<file path="src/pps_pkg.sv">
package pps_pkg;

   // Register map, byte addresses on the APB
   localparam int ADDR_W = 12;
   localparam logic [ADDR_W-1:0] ADDR_POWER = 12'h408;
   localparam logic [ADDR_W-1:0] ADDR_BACKLIGHT = 12'h40C;

   // Field positions in the power management word
   localparam int BIT_SEQ_SEL = 27;
   localparam int BIT_MUST_BE_ZERO = 26;
   localparam int BIT_DISP_SRC = 25;
   localparam int BIT_POWER = 24;
   localparam int BIT_UP_HI = 23;
   localparam int BIT_UP_LO = 21;
   localparam int BIT_DN_HI = 20;
   localparam int BIT_DN_LO = 18;
   // Field position in the backlight word
   localparam int BIT_BACKLIGHT = 0;

   // Reset values
   localparam logic [31:0] RESET_POWER = 32'h00000000;
   localparam logic [31:0] RESET_BACKLIGHT = 32'h00000000;

   // Timing
   localparam int CLOCK_MHZ = 200;
   localparam int SHORT_MS = 32;
   localparam int LONG_MS = 128;
   localparam int CYCLES_PER_MS = CLOCK_MHZ * 1000;

   typedef enum logic [2:0] {
      S_OFF         = 3'h0,
      S_UP_DATA     = 3'h1,
      S_UP_CONTRAST = 3'h2,
      S_UP_DISPLAY  = 3'h3,
      S_ON          = 3'h4,
      S_DN_CONTRAST = 3'h5,
      S_DN_DATA     = 3'h6,
      S_DN_SUPPLY   = 3'h7
   } seq_state_t;

endpackage

</file>
<file path="src/interval_timer_if.sv">
`timescale 1ns/10ps
interface interval_timer_if;
   logic start;
   logic [31:0] length;
   logic done;

   modport ctrl (output start, output length, input done);
   modport timer (input start, input length, output done);
endinterface

</file>
<file path="src/panel_power_sequencer.sv">
// Operation
// - Source select 0 times phases internally; 1 follows the companion chip's sequencing pins.
// - Sequence orders supply, data, contrast and display-off on at power-up, off at down.
// - Display-off source bit: 0 follows the sequence, 1 controls the backlight on its own.
// - Writing the power bit starts power-up with intervals from bits 23:21, or power-down with intervals from bits 20:18.
// - Reading the power bit returns present panel state: 0 down, 1 up.
// - Power bit starts sequences and reports state only under internal sequencing.
// - Bit 21 sets contrast-on to display-on interval: 32 ms or 128 ms.
// - Up and down first intervals have no effect under independent display-off control.
// - Bit 20 sets display-off to contrast-off delay: 32 ms or 128 ms.
// - Bit 19 sets contrast-off to data-off delay: 32 ms or 128 ms.
// - Bit 18 sets data-off to supply-off delay: 32 ms or 128 ms.
//
// Implementation choice: register access over APB.
`timescale 1ns/10ps
module panel_power_sequencer #(
   parameter int unsigned CYCLES_PER_MS = pps_pkg::CYCLES_PER_MS
) (
   // Clock and reset
   input wire logic pclk,
   input wire logic presetn,
   // APB slave
   input wire logic psel,
   input wire logic penable,
   input wire logic pwrite,
   input wire logic [pps_pkg::ADDR_W-1:0] paddr,
   input wire logic [31:0] pwdata,
   output logic [31:0] prdata,
   output logic pready,
   output logic pslverr,
   // Sequencing pins from the companion chip
   input wire logic ext_supply_enable,
   input wire logic ext_data_enable,
   input wire logic ext_contrast_enable,
   input wire logic ext_display_off_n,
   // Panel controls
   output logic panel_supply_enable,
   output logic panel_data_enable,
   output logic contrast_supply_enable,
   output logic display_off_n
);

   localparam logic [31:0] SHORT_CYCLES = 32'(pps_pkg::SHORT_MS * CYCLES_PER_MS);
   localparam logic [31:0] LONG_CYCLES = 32'(pps_pkg::LONG_MS * CYCLES_PER_MS);

   function automatic logic [31:0] interval_cycles(input logic long_sel);
      interval_cycles = long_sel ? LONG_CYCLES : SHORT_CYCLES;
   endfunction

   // Register fields
   logic sequence_source_select;
   logic must_be_zero_bit;
   logic display_off_source;
   logic power_request;
   logic [2:0] up_cfg;
   logic [2:0] dn_cfg;
   logic backlight_on;

   // Sequencer state
   pps_pkg::seq_state_t state;
   logic seq_supply;
   logic seq_data;
   logic seq_contrast;
   logic seq_display;
   logic power_on;

   // Pin synchronisers
   logic [3:0] ext_s1;
   logic [3:0] ext_s2;
   logic [3:0] ext_s3;
   logic [3:0] ext_f;

   // Bus decode
   logic access;
   logic setup_read;
   logic hit_power;
   logic hit_backlight;
   logic bus_write;
   logic [31:0] read_word;

   interval_timer_if tmr ();

   interval_timer u_timer (
      .pclk(pclk),
      .presetn(presetn),
      .tmr(tmr.timer)
   );

   assign access = psel && penable;
   assign setup_read = psel && !penable && !pwrite;
   assign hit_power = (paddr == pps_pkg::ADDR_POWER);
   assign hit_backlight = (paddr == pps_pkg::ADDR_BACKLIGHT);
   assign bus_write = access && pwrite;
   assign power_on = (state == pps_pkg::S_ON);

   // Zero wait states; unmapped addresses answer with an error
   assign pready = 1'h1;
   assign pslverr = access && !(hit_power || hit_backlight);

   // Register writes take effect at the access edge
   always_ff @(posedge pclk or negedge presetn) begin
      if (!presetn) begin
         sequence_source_select <= pps_pkg::RESET_POWER[pps_pkg::BIT_SEQ_SEL];
         must_be_zero_bit <= pps_pkg::RESET_POWER[pps_pkg::BIT_MUST_BE_ZERO];
         display_off_source <= pps_pkg::RESET_POWER[pps_pkg::BIT_DISP_SRC];
         power_request <= pps_pkg::RESET_POWER[pps_pkg::BIT_POWER];
         up_cfg <= pps_pkg::RESET_POWER[pps_pkg::BIT_UP_HI:pps_pkg::BIT_UP_LO];
         dn_cfg <= pps_pkg::RESET_POWER[pps_pkg::BIT_DN_HI:pps_pkg::BIT_DN_LO];
      end else if (bus_write && hit_power) begin
         sequence_source_select <= pwdata[pps_pkg::BIT_SEQ_SEL];
         // Stored as written; software is expected to keep it clear
         must_be_zero_bit <= pwdata[pps_pkg::BIT_MUST_BE_ZERO];
         display_off_source <= pwdata[pps_pkg::BIT_DISP_SRC];
         power_request <= pwdata[pps_pkg::BIT_POWER];
         up_cfg <= pwdata[pps_pkg::BIT_UP_HI:pps_pkg::BIT_UP_LO];
         dn_cfg <= pwdata[pps_pkg::BIT_DN_HI:pps_pkg::BIT_DN_LO];
      end
   end

   always_ff @(posedge pclk or negedge presetn) begin
      if (!presetn) begin
         backlight_on <= pps_pkg::RESET_BACKLIGHT[pps_pkg::BIT_BACKLIGHT];
      end else if (bus_write && hit_backlight) begin
         backlight_on <= pwdata[pps_pkg::BIT_BACKLIGHT];
      end
   end

   always_comb begin
      read_word = 32'h00000000;
      if (hit_power) begin
         read_word[pps_pkg::BIT_SEQ_SEL] = sequence_source_select;
         read_word[pps_pkg::BIT_MUST_BE_ZERO] = must_be_zero_bit;
         read_word[pps_pkg::BIT_DISP_SRC] = display_off_source;
         // Live state only under internal sequencing
         read_word[pps_pkg::BIT_POWER] = sequence_source_select ? power_request : power_on;
         read_word[pps_pkg::BIT_UP_HI:pps_pkg::BIT_UP_LO] = up_cfg;
         read_word[pps_pkg::BIT_DN_HI:pps_pkg::BIT_DN_LO] = dn_cfg;
      end else if (hit_backlight) begin
         read_word[pps_pkg::BIT_BACKLIGHT] = backlight_on;
      end
   end

   // Read data is caught in the setup cycle so it is stable through the access phase
   always_ff @(posedge pclk or negedge presetn) begin
      if (!presetn) begin
         prdata <= 32'h00000000;
      end else if (setup_read) begin
         prdata <= read_word;
      end
   end

   // Companion pins: three stages, a level counts once stages two and three agree
   always_ff @(posedge pclk or negedge presetn) begin
      if (!presetn) begin
         ext_s1 <= 4'h0;
         ext_s2 <= 4'h0;
         ext_s3 <= 4'h0;
         ext_f <= 4'h0;
      end else begin
         ext_s1 <= {ext_display_off_n, ext_contrast_enable, ext_data_enable, ext_supply_enable};
         ext_s2 <= ext_s1;
         ext_s3 <= ext_s2;
         ext_f <= (ext_s2 & ext_s3) | (ext_f & (ext_s2 | ext_s3));
      end
   end

   // Internal sequencer; a write lands in power_request and is acted on at OFF or ON,
   // so a reversal requested mid-sequence waits until the running one completes.
   always_ff @(posedge pclk or negedge presetn) begin
      if (!presetn) begin
         state <= pps_pkg::S_OFF;
         seq_supply <= 1'h0;
         seq_data <= 1'h0;
         seq_contrast <= 1'h0;
         seq_display <= 1'h0;
         tmr.start <= 1'h0;
         tmr.length <= 32'h00000000;
      end else begin
         tmr.start <= 1'h0;
         if (sequence_source_select) begin
            // External sequencing owns the pins; start over cleanly on return
            state <= pps_pkg::S_OFF;
            seq_supply <= 1'h0;
            seq_data <= 1'h0;
            seq_contrast <= 1'h0;
            seq_display <= 1'h0;
         end else begin
            unique case (state)
               pps_pkg::S_OFF: begin
                  if (power_request) begin
                     seq_supply <= 1'h1;
                     tmr.start <= 1'h1;
                     tmr.length <= interval_cycles(up_cfg[2]);
                     state <= pps_pkg::S_UP_DATA;
                  end
               end
               pps_pkg::S_UP_DATA: begin
                  if (tmr.done) begin
                     seq_data <= 1'h1;
                     tmr.start <= 1'h1;
                     tmr.length <= interval_cycles(up_cfg[1]);
                     state <= pps_pkg::S_UP_CONTRAST;
                  end
               end
               pps_pkg::S_UP_CONTRAST: begin
                  if (tmr.done) begin
                     seq_contrast <= 1'h1;
                     if (display_off_source) begin
                        state <= pps_pkg::S_ON;
                     end else begin
                        tmr.start <= 1'h1;
                        tmr.length <= interval_cycles(up_cfg[0]);
                        state <= pps_pkg::S_UP_DISPLAY;
                     end
                  end
               end
               pps_pkg::S_UP_DISPLAY: begin
                  if (tmr.done) begin
                     seq_display <= 1'h1;
                     state <= pps_pkg::S_ON;
                  end
               end
               pps_pkg::S_ON: begin
                  if (!power_request) begin
                     if (display_off_source) begin
                        // Backlight is not ours to sequence, skip straight on
                        seq_contrast <= 1'h0;
                        seq_display <= 1'h0;
                        tmr.start <= 1'h1;
                        tmr.length <= interval_cycles(dn_cfg[1]);
                        state <= pps_pkg::S_DN_DATA;
                     end else begin
                        seq_display <= 1'h0;
                        tmr.start <= 1'h1;
                        tmr.length <= interval_cycles(dn_cfg[2]);
                        state <= pps_pkg::S_DN_CONTRAST;
                     end
                  end
               end
               pps_pkg::S_DN_CONTRAST: begin
                  if (tmr.done) begin
                     seq_contrast <= 1'h0;
                     tmr.start <= 1'h1;
                     tmr.length <= interval_cycles(dn_cfg[1]);
                     state <= pps_pkg::S_DN_DATA;
                  end
               end
               pps_pkg::S_DN_DATA: begin
                  if (tmr.done) begin
                     seq_data <= 1'h0;
                     tmr.start <= 1'h1;
                     tmr.length <= interval_cycles(dn_cfg[0]);
                     state <= pps_pkg::S_DN_SUPPLY;
                  end
               end
               pps_pkg::S_DN_SUPPLY: begin
                  if (tmr.done) begin
                     seq_supply <= 1'h0;
                     state <= pps_pkg::S_OFF;
                  end
               end
            endcase
         end
      end
   end

   // Pin drivers; one register stage keeps the panel free of decode glitches
   always_ff @(posedge pclk or negedge presetn) begin
      if (!presetn) begin
         panel_supply_enable <= 1'h0;
         panel_data_enable <= 1'h0;
         contrast_supply_enable <= 1'h0;
         display_off_n <= 1'h0;
      end else begin
         panel_supply_enable <= sequence_source_select ? ext_f[0] : seq_supply;
         panel_data_enable <= sequence_source_select ? ext_f[1] : seq_data;
         contrast_supply_enable <= sequence_source_select ? ext_f[2] : seq_contrast;
         if (display_off_source) begin
            display_off_n <= backlight_on;
         end else begin
            display_off_n <= sequence_source_select ? ext_f[3] : seq_display;
         end
      end
   end

   // Checking helpers: cycles since the sequencer last moved a step
   logic [3:0] seq_vec;
   logic [3:0] seq_vec_q;
   logic [31:0] gap;

   assign seq_vec = {seq_display, seq_contrast, seq_data, seq_supply};

   always_ff @(posedge pclk or negedge presetn) begin
      if (!presetn) begin
         seq_vec_q <= 4'h0;
         gap <= 32'h00000000;
      end else begin
         seq_vec_q <= seq_vec;
         gap <= (seq_vec != seq_vec_q) ? 32'h00000001 : gap + 32'h00000001;
      end
   end
endmodule

</file>
<file path="src/interval_timer.sv">
`timescale 1ns/10ps
module interval_timer (
   // Clock and reset
   input wire logic pclk,
   input wire logic presetn,
   // Control from the sequencer
   interval_timer_if.timer tmr
);

   logic [31:0] remaining;
   logic running;

   // The start cycle already counts as one, so the load is one short
   always_ff @(posedge pclk or negedge presetn) begin
      if (!presetn) begin
         remaining <= 32'h00000000;
         running <= 1'h0;
      end else if (tmr.start) begin
         remaining <= tmr.length - 32'h00000001;
         running <= 1'h1;
      end else if (running) begin
         remaining <= remaining - 32'h00000001;
         if (remaining == 32'h00000001) begin
            running <= 1'h0;
         end
      end
   end

   assign tmr.done = running && (remaining == 32'h00000001) && !tmr.start;
endmodule

</file>
<file path="config.mk">
export PLATFORM = sky130hd
export DESIGN_NAME = panel_power_sequencer
export DESIGN_NICKNAME = d
export VERILOG_FILES = /design/src/pps_pkg.sv /design/src/interval_timer_if.sv /design/src/panel_power_sequencer.sv /design/src/interval_timer.sv
export SDC_FILE = /design/constraint.sdc
export NUM_CORES = 1
export LEC_CHECK = 0
export ABC_AREA = 1
export BUFFER_PORTS_ARGS = -buffer_cell sky130_fd_sc_hd__buf_2
export CAP_MARGIN = 20
export CELL_PAD_IN_SITES_DETAIL_PLACEMENT = 2
export CELL_PAD_IN_SITES_GLOBAL_PLACEMENT = 2
export CORE_MARGIN = 2
export CORE_UTILIZATION = 32
export DETAILED_ROUTE_END_ITERATION = 6
export PLACE_DENSITY_LB_ADDON = 0.1
export SLEW_MARGIN = 20
export SYNTH_ARGS = -nofsm -noshare
export SYNTH_HDL_FRONTEND = slang
export SYNTH_SLANG_ARGS = --single-unit
</file>
<file path="constraint.sdc">
create_clock -name pclk -period 2 [get_ports pclk]
set_input_delay 0.4 -clock pclk [delete_from_list [all_inputs] [get_ports pclk]]
set_output_delay 0.4 -clock pclk [all_outputs]
set_load 0.01 [all_outputs]
</file>
=== Yosys cells after proc, flatten, opt, wreduce, memory -nomap -nowiden ===
Index checks and enable logic that the tools add are counted.

* Register bits after elaboration: 115
* Latch bits: 0
* RAM bits: 0
* Memory bits (read-only): 0
* Bits of input ports: 53
* Logic and storage cells: 148
* Memories: 0

* $add $sub $neg: 2
* Multiply operators: 0
* Divide/modulo/power cells: 0
* Order comparisons: 0
* Eq/ne operators: 26
* Shift-type cells: 0
* Multiplexer cells: 62
* Bitwise gates (word level): 5
* Reductions and logical operators: 28

{| class="wikitable"
|+ Operator list
! operator !! number
|-
| $mux W32 || 9
|-
| $pmux W32 S6 || 1
|-
| $mux W25 || 7
|-
| $sub A32 B1 Y32 const B || 2
|-
| $eq A32 B1 Y1 const B || 1
|-
| $mux W3 || 10
|-
| $mux W1 || 27
|-
| $ne A3 B3 Y1 const B || 9
|-
| $eq A12 B11 Y1 const B || 2
|-
| $pmux W3 S8 || 1
|-
| $ne A2 B2 Y1 const B || 7
|-
| $eq A3 B3 Y1 const B || 4
|-
| $mux W10 || 1
|-
| $logic_and A1 B1 Y1 || 9
|-
| $reduce_and A3 Y1 || 3
|-
| $reduce_and A9 Y1 || 1
|-
| $reduce_bool A3 Y1 || 3
|-
| $and A4 B4 Y4 || 2
|-
| $or A4 B4 Y4 || 2
|-
| $reduce_and A8 Y1 || 1
|-
| $eq A3 B2 Y1 const B || 2
|-
| $pmux W1 S2 || 3
|-
| $reduce_bool A6 Y1 || 1
|-
| $reduce_and A5 Y1 || 1
|-
| 11 further kinds || 14
|}

=== Depth between registers and ports, before layout ===
* Depth in word-level cells: 6
* Depth in mapped cells: 12

=== Cells and area by module ===
Synthesis repeated with hierarchy kept, for this count alone.

* Cell total of the unflattened synthesis: 828
* Area total of the unflattened synthesis: 5701.7 sq um

{| class="wikitable"
|+ By module, submodules not included
! module !! instances !! cells an instance !! area an instance (sq um)
|-
| interval_timer || 1 || 528 || 3189.3
|-
| panel_power_sequencer || 1 || 300 || 2512.4
|}

=== Least setup slack after synthesis ===
OpenSTA, ideal clock, no wires.

* Path type: reg-to-reg
* Start: reg u_timer.remaining[0]
* End: reg u_timer.remaining[28]
* Setup time: 0.120 ns
* Data arrival time: 1.373 ns
* Data required time: 1.880 ns
* Setup slack: 0.507 ns
* Stages on the path, launching flop included: 12
* Period minus slack after synthesis: 1.493 ns
* Path through: dfrtp_1 -> inv_1 -> ha_1 -> nand2_2 -> nor2_4 -> nand2_1 -> nor2_2 -> nand3_1 -> nand2_1 -> inv_1 -> nand2_1 -> a21oi_1

* Longest elaborated chain between the ends: 3

{| class="wikitable"
|+ RTL lines
! item !! line !! RTL
|-
| from (decl) || interval_timer.sv:10 || <nowiki>logic [31:0] remaining;</nowiki>
|-
| from (signal assigned) || interval_timer.sv:19 || <nowiki>remaining <= tmr.length - 32'h00000001;</nowiki>
|-
| from (signal assigned) || interval_timer.sv:22 || <nowiki>remaining <= remaining - 32'h00000001;</nowiki>
|-
| $sub A32 B1 Y32 || interval_timer.sv:22 ||
|-
| $mux W32 || interval_timer.sv:21 || <nowiki>end else if (running) begin</nowiki>
|-
| $mux W32 || interval_timer.sv:18 || <nowiki>end else if (tmr.start) begin</nowiki>
|}

No other way between the ends. The select of a mux whose other input is x is not followed.
A chain may end at the register's enable or synchronous reset.

=== Worst setup path after layout ===
Ends and elaborated chain as after synthesis.

==> flow_metrics.env <==
export IMPL_avgViaCountPerCell=4.87
export IMPL_synthCells=623
export IMPL_synth_top_family_by_area="simple AND/OR/NAND/NOR gates"
export IMPL_r2r_end="u_timer.remaining[28]$_DFFE_PN0P_"
export IMPL_min_period_over_period_pct=89.4
export IMPL_crit_path_max_incr_delay_ns=0.42
export IMPL_crit_required_ns=2.24
export IMPL_synth_edf_count=0
export IMPL_drive_gt1_share_pct=21.5
export IMPL_rows=45
export IMPL_initial_core_util_pct=32.5
export IMPL_grt_total_usage_pct=18.8
export IMPL_grt_pass1_wl_um=24100
export IMPL_setup_viol=0
export IMPL_fmax_ghz=0.559
export IMPL_drt_iter0_drc=117
export IMPL_synth_top_cell_area_share_pct=43.7
export IMPL_crit_top_cell="nand2_1"
export IMPL_hold_end="ext_s1[0]$_DFF_PN0_"
export IMPL_synth_xor_area_share_pct=1.25
export IMPL_cts_buffer_depth=2
export IMPL_numCtsBuffers=9
export IMPL_drcViolationCount=0
export IMPL_synth_compound_area_share_pct=11.1
export IMPL_period_minus_slack_ns=1.79
export IMPL_fin_util_pct=37.5
export IMPL_multi_input_area_um2=2280
export IMPL_dieArea_um2=16400
export IMPL_drv_slew=0
export IMPL_p_per_area_nw_per_um2=1020
export IMPL_timing_setup_tns_ns=0
export IMPL_status="finished, final reports clean"
export IMPL_die_h_um=128
export IMPL_reg2reg_depth=11
export IMPL_synth_area_um2=4920
export IMPL_htree_levels=3
export IMPL_holdPathStages=1
export IMPL_synthSimpleGateAreaFrac_pct=29.9
export IMPL_gp_congestion=0.808
export IMPL_rsz0062_at_grt="no"
export IMPL_synth_seq_cells=86
export IMPL_r2r_slack_ns=0.21
export IMPL_crit_family="simple AND/OR/NAND/NOR gates"
export IMPL_firstDrtPassIters=4
export IMPL_wl_um=14400
export IMPL_irDropWorstVdd_v=0.000502
export IMPL_leakage_nw=2.86
export IMPL_crit_buf_inv=2
export IMPL_path_cells="inv_1 -> ha_1 -> nand2_2 -> nor2_4 -> nand2_1 -> nor2_2 -> nand3_1 -> nand2_1 -> inv_1 -> nand2_1 -> a21oi_1"
export IMPL_wl_per_cell_um=16.4
export IMPL_cts_tree="built"
export IMPL_gr_total_overflow=0
export IMPL_worstReg2RegStart="u_timer.remaining[0]$_DFFE_PN0P_"
export IMPL_crit_path_top_delay_cell="dfrtp_1"
export IMPL_skew_ns=0.00810
export IMPL_cap_violations=0
export IMPL_io_pins=91
export IMPL_muxShareOfSynthArea_pct=0
export IMPL_antenna_found_initial=0
export IMPL_die_width_um=128
export IMPL_syn_to_final_growth_pct=15.3
export IMPL_clock_latency_ns=0.34
export IMPL_worstPathArrival_ns=2.03
export IMPL_critPathLaunchType="register"
export IMPL_synth_distinct_cells=44
export IMPL_whs_ns=0.162
export IMPL_hold_class="in2reg"
export IMPL_crit_fanout=4
export IMPL_hold_viol_final=0
export IMPL_ys_warnings_count=0
export IMPL_synth_flop_cell="dfrtp_1"
export IMPL_nets=742
export IMPL_portBuffers=47
export IMPL_synth_seq_area_share_pct=43.7
export IMPL_crit_type="reg2reg"
export IMPL_syn_avg_cell_area_um2=7.90
export IMPL_synthAdderAreaFrac_pct=2.34
export IMPL_hold_start="ext_supply_enable"
export IMPL_synth_most_common_cell="nand2_1"
export IMPL_antenna_cells=0
export IMPL_ys_top_cells_by_count="nand2_1 (122), dfrtp_1 (86), inv_1 (79)"
export IMPL_synth_area_leaders="dfrtp_1 (44%), nand2_1 (9.3%), inv_1 (6.0%)"
export IMPL_synthArstFlopShare_pct=100
export IMPL_clock_sinks=86
export IMPL_design_core_area_um2=15100
export IMPL_clk_pin_slew_ns=0.07
export IMPL_end_kind="register"
export IMPL_fillCellCount=1761
export IMPL_grt_pass1_vias=4792
export IMPL_synth_top_cell_by_area="dfrtp_1"
export IMPL_seqCellArea_um2=2150
export IMPL_place_hpwl_um=11100
export IMPL_vias=4264
export IMPL_grt_max_degree=40
export IMPL_ant_nets=0
export IMPL_clockRootBuffer="clkbuf_16"
==> placed cells by master (no fill, tap or decap), types with 4 or more instances in the layout <==
| master | count |
|---|---|
| nand2_2 | 16 |
| nor2_4 | 7 |
| o211ai_1 | 5 |
| o21ai_1 | 4 |
| ha_1 | 6 |
| conb_1 | 22 |
| nand4_1 | 4 |
| clkbuf_16 | 9 |
| a21oi_1 | 21 |
| o21ai_2 | 13 |
| o21ai_0 | 26 |
| inv_2 | 9 |
| xor2_1 | 7 |
| nand2_4 | 4 |
| dfrtp_1 | 86 |
| nand2_1 | 122 |
| nor2_1 | 76 |
| nand3_1 | 52 |
| maj3_1 | 4 |
| inv_1 | 79 |
| buf_2 | 46 |
| o21bai_1 | 4 |
| o221ai_1 | 4 |
| clkinvlp_4 | 4 |
| nor2_2 | 13 |
| buf_4 | 13 |
==> worst max-delay path by stage <==
stage | startpoint | to | depth (start not counted)
finish | u_timer.remaining[0]$_DFFE_PN0P_ | u_timer.remaining[28]$_DFFE_PN0P_ | 11
global route | u_timer.remaining[0]$_DFFE_PN0P_ | u_timer.remaining[10]$_DFFE_PN0P_ | 8
CTS | u_timer.remaining[0]$_DFFE_PN0P_ | u_timer.remaining[10]$_DFFE_PN0P_ | 8
detailed placement | paddr[8] | pslverr | 7
global placement | paddr[8] | pslverr | 7
floorplan | u_timer.remaining[0]$_DFFE_PN0P_ | u_timer.remaining[28]$_DFFE_PN0P_ | 11
==> stage by stage <==
stage	cell area, um2	total power [mW]	setup slack (ns)	cells
after global placement	5370	4.01	0.239	859
after floorplan	5000	3.52	0.507	643
final	5680	5.77	0.211	876
after global routing	5680	6.19	0.0501	876
after detailed placement	5370	4.10	0.193	859
after CTS	5680	5.89	0.192	876
==> layout make-up <==
type                       instances  share of cell area, %
clock buffer                      10                   4.03
clock inverter                     6                   1.26
timing repair buffer              62                   6.65
tap                              188                   4.14
multi-input combinational        436                   40.2
inverter                          88                   5.82
sequential                        86                   37.9
==> layer usage <==
metal / part of all wire, % / track usage (%)
met5: 0 / 0
met4: 0.86 / 3.88
met3: 2.0 / 3.13
met2: 55 / 36.3
met1: 42 / 21.7
==> timing repair <==
action,4_1_cts,5_1_grt
resized for setup,0,1
hold endpoints to repair,2,0
setup buffers,0,0
setup endpoints to repair,0,1
hold buffers,1,0
==> cell families after synthesis <==
kind of cell / count (synthesis)
adders and majority gates: 10
AOI/OAI and AO/OA: 87
xor gates and xnor gates: 7
buffers and inverters: 121
and+or+nand+nor: 310
other: 2
DFF: 86
==> power by group <==
| group | internal [mW] | total [mW] | switching, mW |
|---|---|---|---|
| logic | 0.591 | 1.77 | 1.18 |
| clock network | 0.978 | 1.73 | 0.748 |
| registers | 2.00 | 2.28 | 0.280 |
| total | 3.57 | 5.77 | 2.21 |
==> flip-flops by register name, summed over array words and instances (netlist names), 3 cells and up <==
name	cells
ext_s1	4
prdata	11
dn_cfg	3
up_cfg	3
tmr.length	3
state	3
ext_s3	4
u_timer.remaining	32
ext_s2	4
ext_f	4
Note: power is estimated with default switching activity, not from simulation.
